**src/cuf_pkg.sv**
```systemverilog
// Package of constants for the card UART FIFO and receive status block
// ==========================================================================
// Overview of operation
// - Each write to the transmit data port pushes a byte into the transmit FIFO.
// - A read of the transmit data port advances the transmit read pointer unless the FIFO is empty.
// - Consuming transmit entries never clears storage; later writes overwrite.
// - Sync nine-bit mode: status bit 7 holds I/O level at ninth clock rise.
// - Last byte flagged by firmware; block mode checks CRC 1D0F or LRC 00.
// - Status bit 4 is a read-only check error flag for failed block checks.
// - Status bit 3 reads one while the receive FIFO is full.
// - Status bit 2 shows receive FIFO empty and never raises an interrupt.
// - Byte arriving while full sets overrun bit 1 and interrupt; read clears.
// - While overrun stands, further received bytes are discarded.
// - Parity error sets bit 0 and interrupt; status read clears it.
// - Receive data port is read-only and returns bytes in arrival order.
// - Ports sit at 0xfe07, 0xfe08, 0xfe09; after reset status reads 0x04 (empty set), mask at 0xfe0c reads 0x03.
// - Direction bit one drains transmit FIFO, zero fills receive FIFO.
// ==========================================================================
package cuf_pkg;
   // ======================================================================
   // Register addresses and reset values
   localparam logic [15:0] ADDR_TX_DATA   = 16'hfe07;
   localparam logic [15:0] ADDR_RX_STATUS = 16'hfe08;
   localparam logic [15:0] ADDR_RX_DATA   = 16'hfe09;
   localparam logic [15:0] ADDR_IRQ_MASK  = 16'hfe0c;
   localparam logic [7:0]  RESET_BYTE     = 8'h00;
   localparam logic [7:0]  MASK_RESET     = 8'h03;
   // ======================================================================
   // Status field positions
   localparam int BIT_NINTH   = 7;
   localparam int BIT_FINAL   = 5;
   localparam int BIT_CHECK   = 4;
   localparam int BIT_FULL    = 3;
   localparam int BIT_EMPTY   = 2;
   localparam int BIT_OVERRUN = 1;
   localparam int BIT_PARITY  = 0;
   // ======================================================================
   // Check residues, CRC polynomial and initial value, serial timing
   localparam logic [15:0] CRC_RESIDUE  = 16'h1d0f;
   localparam logic [7:0]  LRC_RESIDUE  = 8'h00;
   localparam logic [15:0] CRC_POLY     = 16'h1021;
   localparam logic [15:0] CRC_INIT     = 16'hffff;
   localparam logic [3:0]  NINTH_EDGE   = 4'h9;
   localparam logic [3:0]  BYTE_BITS    = 4'h8;
endpackage

```
**src/cuf_mem.sv**
```systemverilog
// Small byte memory with registered read data, used by both FIFOs
`timescale 1ns/1ns
module cuf_mem #(
   parameter int WIDTH = 8,
   parameter int AW    = 3
) (
   input  wire logic             ref_clk_in,
   input  wire logic             wr_en_in,
   input  wire logic [AW-1:0]    wr_addr_in,
   input  wire logic [WIDTH-1:0] wr_data_in,
   input  wire logic [AW-1:0]    rd_addr_in,
   output logic      [WIDTH-1:0] rd_data_out
);
   logic [WIDTH-1:0] mem_q [2**AW];

   // ======================================================================
   // Storage is never cleared, only overwritten by writes
   always_ff @(posedge ref_clk_in) begin
      if (wr_en_in) begin
         mem_q[wr_addr_in] <= wr_data_in;
      end
      // Write-first, so an entry written this cycle reads back on the next one
      if (wr_en_in && wr_addr_in == rd_addr_in) begin
         rd_data_out <= wr_data_in;
      end else begin
         rd_data_out <= mem_q[rd_addr_in];
      end
   end
endmodule

```
**src/cuf_top.sv**
```systemverilog
// Card UART transmit/receive FIFOs, receive status and bit serial link
`timescale 1ns/1ns
module cuf_top #(
   parameter int TX_AW = 3,
   parameter int RX_AW = 3
) (
   input  wire logic        ref_clk_in,
   input  wire logic        rst_in,
   input  wire logic [15:0] addr_in,
   input  wire logic [7:0]  wdata_in,
   input  wire logic        wr_in,
   input  wire logic        rd_in,
   output logic      [7:0]  rdata_out,
   input  wire logic        direction_select_in,
   input  wire logic        sync_mode_in,
   input  wire logic        nine_bit_select_in,
   input  wire logic        block_mode_in,
   input  wire logic        lrc_select_in,
   input  wire logic        ext_select_in,
   input  wire logic        card_clk_in,
   input  wire logic        card_io_in,
   input  wire logic        ext_card_io_in,
   output logic             card_io_out,
   output logic             card_io_oe_out,
   output logic             rx_error_irq_out
);
   // ======================================================================
   // Elaboration check
   initial begin
      if (TX_AW < 1 || TX_AW > 8 || RX_AW < 1 || RX_AW > 8) begin
         $error("FIFO address width must be 1 to 8");
      end
   end

   // ======================================================================
   // State
   typedef struct packed {
      logic [TX_AW:0] tx_wp;
      logic [TX_AW:0] tx_rp;
      logic [RX_AW:0] rx_wp;
      logic [RX_AW:0] rx_rp;
      logic           final_rx_byte;
      logic           check_code_fault;
      logic           rx_overrun_flag;
      logic           parity_fault_flag;
      logic           ninth_bit_sample;
      logic [7:0]     irq_mask;
      logic [7:0]     rdata;
      logic           dir_prev;
      logic [3:0]     bit_cnt;
      logic [8:0]     shift;
      logic           clk_prev;
      logic           tx_busy;
      logic           io_out;
      logic           io_oe;
      logic           irq;
      logic [15:0]    crc;
      logic [7:0]     lrc;
   } cuf_state_t;

   cuf_state_t s_q;
   cuf_state_t s_d;

   // Two flip-flop synchronisers for the card pins
   logic [2:0] sync1_q;
   logic [2:0] sync2_q;
   logic       clk_s;
   logic       io_s;
   logic       eio_s;

   always_ff @(posedge ref_clk_in) begin
      sync1_q <= {card_clk_in, card_io_in, ext_card_io_in};
      sync2_q <= sync1_q;
   end
   assign clk_s = sync2_q[2];
   assign io_s  = sync2_q[1];
   assign eio_s = sync2_q[0];

   // ======================================================================
   // Decodes and FIFO flags
   logic       sel_io;
   logic       clk_rise;
   logic       tx_empty;
   logic       rx_full;
   logic       rx_empty;
   logic       wr_tx;
   logic       rd_tx;
   logic       rd_stat;
   logic       rd_rx;
   logic       rx_push;
   logic       tx_pop;
   logic [7:0] tx_rd_data;
   logic [7:0] rx_rd_data;
   logic [7:0] status;
   logic [8:0] rx_byte;
   logic       byte_done;

   assign sel_io   = ext_select_in ? eio_s : io_s;
   assign clk_rise = clk_s & ~s_q.clk_prev;
   // Pointers carry one extra bit so full and empty differ
   assign tx_empty = (s_q.tx_wp == s_q.tx_rp);
   assign rx_empty = (s_q.rx_wp == s_q.rx_rp);
   assign rx_full  = (s_q.rx_wp[RX_AW] != s_q.rx_rp[RX_AW]) &&
                     (s_q.rx_wp[RX_AW-1:0] == s_q.rx_rp[RX_AW-1:0]);
   assign wr_tx    = wr_in && addr_in == cuf_pkg::ADDR_TX_DATA;
   assign rd_tx    = rd_in && addr_in == cuf_pkg::ADDR_TX_DATA;
   assign rd_stat  = rd_in && addr_in == cuf_pkg::ADDR_RX_STATUS;
   assign rd_rx    = rd_in && addr_in == cuf_pkg::ADDR_RX_DATA;
   assign rx_byte  = {sel_io, s_q.shift[8:1]};
   assign byte_done = clk_rise && !direction_select_in && s_q.bit_cnt == cuf_pkg::BYTE_BITS;
   assign rx_push  = byte_done && !rx_full && !s_q.rx_overrun_flag;
   // Serializer pops a byte when idle in transmit direction
   assign tx_pop   = direction_select_in && !s_q.tx_busy && !tx_empty && !rd_tx;

   always_comb begin
      status = 8'h00;
      status[cuf_pkg::BIT_NINTH]   = s_q.ninth_bit_sample;
      status[cuf_pkg::BIT_FINAL]   = s_q.final_rx_byte;
      status[cuf_pkg::BIT_CHECK]   = s_q.check_code_fault;
      status[cuf_pkg::BIT_FULL]    = rx_full;
      status[cuf_pkg::BIT_EMPTY]   = rx_empty;
      status[cuf_pkg::BIT_OVERRUN] = s_q.rx_overrun_flag;
      status[cuf_pkg::BIT_PARITY]  = s_q.parity_fault_flag;
   end

   // ======================================================================
   // Memories: reads follow the next read pointer so back-to-back reads see fresh data
   cuf_mem #(.WIDTH(8), .AW(TX_AW)) u_tx_mem (
      .ref_clk_in  (ref_clk_in),
      .wr_en_in    (wr_tx),
      .wr_addr_in  (s_q.tx_wp[TX_AW-1:0]),
      .wr_data_in  (wdata_in),
      .rd_addr_in  (s_d.tx_rp[TX_AW-1:0]),
      .rd_data_out (tx_rd_data)
   );

   cuf_mem #(.WIDTH(8), .AW(RX_AW)) u_rx_mem (
      .ref_clk_in  (ref_clk_in),
      .wr_en_in    (rx_push),
      .wr_addr_in  (s_q.rx_wp[RX_AW-1:0]),
      .wr_data_in  (rx_byte[7:0]),
      .rd_addr_in  (s_d.rx_rp[RX_AW-1:0]),
      .rd_data_out (rx_rd_data)
   );

   // ======================================================================
   // Next state
   always_comb begin
      logic       par;
      logic [7:0] b;
      logic [15:0] c;
      par = 1'b0;
      b   = 8'h00;
      c   = 16'h0000;
      s_d = s_q;
      s_d.clk_prev = clk_s;

      // Read data for the registers held in this block
      s_d.rdata = 8'h00;
      if (rd_stat) begin
         s_d.rdata = status;
      end else if (rd_in && addr_in == cuf_pkg::ADDR_IRQ_MASK) begin
         s_d.rdata = s_q.irq_mask;
      end

      // Transmit FIFO pointers
      if (wr_tx) begin
         s_d.tx_wp = s_q.tx_wp + 1'b1;
      end
      if (rd_tx && !tx_empty) begin
         s_d.tx_rp = s_q.tx_rp + 1'b1;
      end
      if (tx_pop) begin
         s_d.tx_rp = s_q.tx_rp + 1'b1;
      end

      // Firmware writes to the status register hold only the final byte bit
      if (wr_in && addr_in == cuf_pkg::ADDR_RX_STATUS) begin
         s_d.final_rx_byte = wdata_in[cuf_pkg::BIT_FINAL];
      end
      if (wr_in && addr_in == cuf_pkg::ADDR_IRQ_MASK) begin
         s_d.irq_mask = wdata_in;
      end

      // Receive pop, returns next byte in arrival order
      if (rd_rx && !rx_empty) begin
         s_d.rx_rp = s_q.rx_rp + 1'b1;
      end

      // Status read clears sticky errors; a same-cycle set wins below
      if (rd_stat) begin
         s_d.rx_overrun_flag   = 1'b0;
         s_d.parity_fault_flag = 1'b0;
         s_d.check_code_fault  = 1'b0;
      end

      // Link bit engine, clocked by sampled card clock edges
      if (clk_rise) begin
         if (direction_select_in) begin
            s_d.io_oe = s_q.tx_busy;
            s_d.io_out = s_q.shift[0];
            s_d.shift = {1'b1, s_q.shift[8:1]};
            if (s_q.tx_busy) begin
               s_d.bit_cnt = s_q.bit_cnt + 1'b1;
               if (s_q.bit_cnt == cuf_pkg::BYTE_BITS) begin
                  s_d.tx_busy = 1'b0;
                  s_d.bit_cnt = 4'h0;
               end
            end
         end else begin
            s_d.io_oe = 1'b0;
            s_d.shift = {sel_io, s_q.shift[8:1]};
            s_d.bit_cnt = s_q.bit_cnt + 1'b1;
            if (sync_mode_in && nine_bit_select_in &&
                s_q.bit_cnt == cuf_pkg::NINTH_EDGE - 4'h1) begin
               s_d.ninth_bit_sample = sel_io;
            end
            if (s_q.bit_cnt == cuf_pkg::BYTE_BITS) begin
               s_d.bit_cnt = 4'h0;
               b = rx_byte[7:0];
               par = ^rx_byte;
               if (!sync_mode_in && par) begin
                  s_d.parity_fault_flag = 1'b1;
               end
               if (rx_full || s_q.rx_overrun_flag) begin
                  s_d.rx_overrun_flag = 1'b1;
               end else begin
                  s_d.rx_wp = s_q.rx_wp + 1'b1;
               end
               // Running block check
               c = s_q.crc;
               for (int i = 7; i >= 0; i--) begin
                  c = (c[15] ^ b[7-i]) ? {c[14:0], 1'b0} ^ cuf_pkg::CRC_POLY
                                       : {c[14:0], 1'b0};
               end
               s_d.crc = c;
               s_d.lrc = s_q.lrc ^ b;
               if (block_mode_in && s_q.final_rx_byte) begin
                  if (lrc_select_in ? ((s_q.lrc ^ b) != cuf_pkg::LRC_RESIDUE)
                                    : (c != cuf_pkg::CRC_RESIDUE)) begin
                     s_d.check_code_fault = 1'b1;
                  end
                  s_d.crc = cuf_pkg::CRC_INIT;
                  s_d.lrc = cuf_pkg::LRC_RESIDUE;
               end
            end
         end
      end

      // Load the serializer with the popped entry; its data stand in this cycle
      // because the memory is read at the next read pointer
      if (tx_pop) begin
         s_d.tx_busy = 1'b1;
         s_d.bit_cnt = 4'h0;
         s_d.shift   = {1'b1, tx_rd_data};
      end

      // Switching direction restarts the check logic and the bit count, so a
      // new block never inherits the residue of an earlier one
      s_d.dir_prev = direction_select_in;
      if (direction_select_in != s_q.dir_prev) begin
         s_d.crc     = cuf_pkg::CRC_INIT;
         s_d.lrc     = cuf_pkg::LRC_RESIDUE;
         s_d.bit_cnt = 4'h0;
         s_d.io_oe   = 1'b0;
      end

      // Empty flag never feeds the interrupt
      s_d.irq = |({6'h00, s_d.rx_overrun_flag, s_d.parity_fault_flag} &
                  s_q.irq_mask);
   end

   // ======================================================================
   // Register the state
   always_ff @(posedge ref_clk_in) begin
      if (rst_in) begin
         s_q <= '0;
         s_q.shift <= 9'h1ff;
         s_q.crc <= cuf_pkg::CRC_INIT;
         s_q.irq_mask <= cuf_pkg::MASK_RESET;
         s_q.io_out <= 1'b1;
      end else begin
         s_q <= s_d;
      end
   end

   // ======================================================================
   // Outputs; receive data uses the memory's registered read port
   always_ff @(posedge ref_clk_in) begin
      if (rst_in) begin
         rdata_out        <= 8'h00;
         card_io_out      <= 1'b1;
         card_io_oe_out   <= 1'b0;
         rx_error_irq_out <= 1'b0;
      end else begin
         card_io_out      <= s_d.io_out;
         card_io_oe_out   <= s_d.io_oe;
         rx_error_irq_out <= s_d.irq;
         rdata_out        <= s_d.rdata;
         if (rd_rx) begin
            rdata_out <= rx_rd_data;
         end else if (rd_tx) begin
            rdata_out <= tx_rd_data;
         end
      end
   end

   // ======================================================================
   // Assertions
   property p_tx_read_advances;
      @(posedge ref_clk_in) disable iff (rst_in)
      (rd_tx && !tx_empty && !wr_tx) |=> (s_q.tx_rp == $past(s_q.tx_rp) + 1'b1);
   endproperty
   a_tx_read_advances: assert property (p_tx_read_advances)
      else $error("transmit read did not advance pointer");

   property p_tx_write_pushes;
      @(posedge ref_clk_in) disable iff (rst_in)
      wr_tx |=> (s_q.tx_wp == $past(s_q.tx_wp) + 1'b1);
   endproperty
   a_tx_write_pushes: assert property (p_tx_write_pushes)
      else $error("transmit write did not push");

   property p_overrun_sets;
      @(posedge ref_clk_in) disable iff (rst_in)
      (byte_done && rx_full) |=> s_q.rx_overrun_flag;
   endproperty
   a_overrun_sets: assert property (p_overrun_sets)
      else $error("overrun flag not set");

   property p_overrun_discards;
      @(posedge ref_clk_in) disable iff (rst_in)
      (byte_done && s_q.rx_overrun_flag) |=> (s_q.rx_wp == $past(s_q.rx_wp));
   endproperty
   a_overrun_discards: assert property (p_overrun_discards)
      else $error("byte stored during overrun");

   property p_full_flag;
      @(posedge ref_clk_in) disable iff (rst_in)
      rd_stat |=> (rdata_out[cuf_pkg::BIT_FULL] == $past(rx_full));
   endproperty
   a_full_flag: assert property (p_full_flag)
      else $error("full flag wrong");

   property p_empty_no_irq;
      @(posedge ref_clk_in) disable iff (rst_in)
      (!s_q.rx_overrun_flag && !s_q.parity_fault_flag) |-> !rx_error_irq_out;
   endproperty
   a_empty_no_irq: assert property (p_empty_no_irq)
      else $error("interrupt without error");

   property p_read_clears;
      @(posedge ref_clk_in) disable iff (rst_in)
      (rd_stat && !clk_rise) |=> (!s_q.parity_fault_flag && !s_q.rx_overrun_flag);
   endproperty
   a_read_clears: assert property (p_read_clears)
      else $error("status read did not clear");

   property p_rx_order;
      @(posedge ref_clk_in) disable iff (rst_in)
      (rd_rx && !rx_empty) |=> (s_q.rx_rp == $past(s_q.rx_rp) + 1'b1);
   endproperty
   a_rx_order: assert property (p_rx_order)
      else $error("receive pointer did not advance");
endmodule

```
**config.mk**
```make
export PLATFORM = sky130hd
export DESIGN_NAME = cuf_top
export DESIGN_NICKNAME = d
export VERILOG_FILES = /design/src/cuf_pkg.sv /design/src/cuf_mem.sv /design/src/cuf_top.sv
export SDC_FILE = /design/constraint.sdc
export NUM_CORES = 1
export LEC_CHECK = 0
export BUFFER_PORTS_ARGS = -buffer_cell sky130_fd_sc_hd__buf_2
export CAP_MARGIN = 20
export CORE_UTILIZATION = 63
export CTS_BUF_LIST = sky130_fd_sc_hd__clkbuf_8
export DETAILED_ROUTE_END_ITERATION = 10
export GPL_TIMING_DRIVEN = 0
export PLACE_DENSITY = 0.82
export SLEW_MARGIN = 10
export SYNTH_ARGS = -nofsm -noshare
export SYNTH_HDL_FRONTEND = slang
export SYNTH_SLANG_ARGS = --single-unit
```
**constraint.sdc**
```tcl
create_clock -name ref_clk_in -period 3.14 [get_ports ref_clk_in]
set_input_delay 0 -clock ref_clk_in [delete_from_list [all_inputs] [get_ports ref_clk_in]]
set_output_delay 0 -clock ref_clk_in [all_outputs]
set_load 0.01 [all_outputs]
```
==> metrics.txt <==
Layout fillers roughly 860; I/O Pins between 40 and 50; CP Max Fanout 8; Ys Warns 0; post-synthesis compound-gate area fraction 5.068%; Post-synth EDFFs 128; P&R area growth vs syn 14.36%; Post-CTS Hold Fix Bufs 20; Synth Net Count 728; cell area after synthesis approximately 9300 um2; maximum VDD drop 0.3933 mV; RSZ-0062 raised after global routing no; Yosys reg bits 220; commonest cells after routing, fill and taps aside 128 x edfxtp_1, 92 x dfxtp_1, 54 x nor2_1; worst stage delay on the critical path between 0.7 and 0.8 ns; worst slew pin tran between 0.9 and 1 ns; adder-cell share of the synthesized area 0.8087%; crit path DAT between 3 and 4 ns; CP max-delay cell nor2_1; Post-CTS Setup Inserts 0; crit-path cells inv_1, ha_1, nand3b_1, nor3_2, nand3b_1, or2_2, nor2_1; Non-Filler Instances approximately 1000; Final nets 830; largest family of logic cells by synthesized area multiplexers; DR iter-0 viols between 500 and 600; post-synthesis mux area share a little over an eighth; CTS root buf clkbuf_8; fmax between 300 and 400 MHz; full die area ~15000 um2; Place WS ~0.23 ns; pwr dens 512.8 nW/um2; Vias/cell between 6 and 7; post-route ant nets 0; P_leak between 0.003 and 0.004 uW; Final period util just over 90%; share of post-route cells with drive strength above 1 21.21%; Synth Area in Simple Gates a little under an eighth; Final HPWL DP around 14 mm; final WL 20.56 mm; minimum hold slack approximately 0.028 ns; FFs w/ async S/R, synth 0%; outcome finished, final reports clean; Cells after Synth between 600 and 700; register area share after synthesis between 60% and 70%; Die Width 123.4 um; count of final setup violators 0; GRT Total Usage 29.52%; required time worst endpoint between 3 and 4 ns; Setup WS post-layout slightly above 0.2 ns; Synth cell types 68; first-pass GRT wire length between 30 and 40 mm; largest net degree at the start of global routing 11; Reg2Reg Setup Slack 0.21 ns; Placer Congestion about 0.89; Setup crit start kind flop; CP endpoint kind flop; Hold Vio Cnt, Final 0; htree depth 2; # DRC 0; IO Port Bufs between 40 and 50; clk sink count 220; clock tree from TritonCTS built; max-slew violations 0; row count 43; crit path kind reg2reg; vias in the first global route 6141; via count roughly 6000; Core ar. approximately 14000 um2; post-CTS resize count 0; Main synth FF type edfxtp_1; Hold WC Path Type in2reg; DR WL/cell roughly 21 um; Initial DRT Pass Iterations 5; commonest non-fill, non-tap cell in the layout edfxtp_1; antenna violations before repair 0; CTS buffer count 35; Final Instance Area around 11000 um2; Placed Cells between 900 and 1000; Reg clk slew, reported paths roughly 0.060 ns; Max-cap violations 0; Die Y 123.4 um; Clock Skew between 0.02 and 0.025 ns; ANT cells 0; post-synthesis xor/xnor area fraction about 5.9%; total power between 5000 and 6000 uW; Initial Utilization between 60 and 70%; Clk Latency, worst-skew pair around 0.52 ns; remaining global-route overflow 0; clk buf depth 3; max_slew headroom between 30% and 40%; Avg Inst Size Synth between 10 and 15 um2; Critical Path Most Common Cell nand3b_1; crit path time final a little under 3 ns; Area after DPL 9769 um2
-- layer usage --
metal	vias up	global-route usage [%]	part of all wire, %
met5	-	0	0
li1	2742	-	-
met2	247	47.94	49
met1	3013	38.53	41
met3	46	7.565	8.1
met4	0	10.54	2.4
-- kinds of logic after synthesis --
| kind of cell | count (synthesis) |
|---|---|
| compound gates | 68 |
| simple gates | 202 |
| buf+inv | 49 |
| flops | 220 |
| mux | 79 |
| xor+xnor | 61 |
| fa+ha+maj | 6 |
-- report_power, final --
| part | internal [uW] | switching (uW) | total (uW) | leakage [uW] |
|---|---|---|---|---|
| clock network | 1180 | 1060 | 2250 | 0.000378 |
| logic | 59.1 | 87.6 | 147 | 0.00151 |
| registers | 3040 | 5.44 | 3050 | 0.00180 |
-- final cells by class --
type / instances / area, um2 / area share, %
flip-flops and latches: 220 / 5685 / 53.56
well taps: 180 / 225.2 / 2.122
clock buffers: 41 / 564.3 / 5.316
plain buffers: 43 / 182.7 / 1.721
multi-input cells: 416 / 3428 / 32.30
repair buffers: 65 / 425.4 / 4.008
clock inverters: 20 / 81.33 / 0.7661
inverters: 6 / 22.52 / 0.2122
-- path summary, 6_finish.rpt --
path | start | endpoint | depth (start not counted)
worst max register to register | s_q[38] | u_rx_mem.mem_q[4][7] | 7
worst min-delay path | block_mode_in | s_q[62] | 5
worst max-delay path | s_q[38] | u_rx_mem.mem_q[4][7] | 7
worst min register to register | sync1_q[2] | sync2_q[2] | 0
-- flip-flops by register name, summed over array words and instances, names as in the netlist, named ones only --
name              count
rx_error_irq_out      1
rx_byte               8
u_rx_mem.mem_q       64
rdata_out             8
u_tx_mem.mem_q       64
card_io_oe_out        1
sync2_q               3
card_io_out           1
sync1_q               3
s_q                  61
-- through the flow --
step	setup TNS (ns)	utilization, %
6_report	0	75.02
5_1_grt	0	75.02
4_1_cts	0	75.02
3_5_place_dp	0	69.04
3_3_place_gp	-1.031	68.75
2_1_floorplan	0	-
-- worst max-delay path, delay by kind of cell, from the launching register on --
family        cells  cell delay, ns
fa+ha+maj         1            0.17
buf+inv           1            0.08
flops             1            0.34
simple gates      5            1.96
-- synth_stat cells, drive strengths merged, types with 15 or more instances --
library cell    n  area [um2]
nand2          49       183.9
xnor2          26       227.7
mux2i          32       320.3
a21oi          19       95.09
dfxtp          92        1842
edfxtp        128        3844
clkbuf         33       123.9
xor2           34       297.8
mux2           15       176.4
nand3          18       95.09
mux4           32       720.7
nor2           54       202.7
Power figures use the tool's default switching activity.
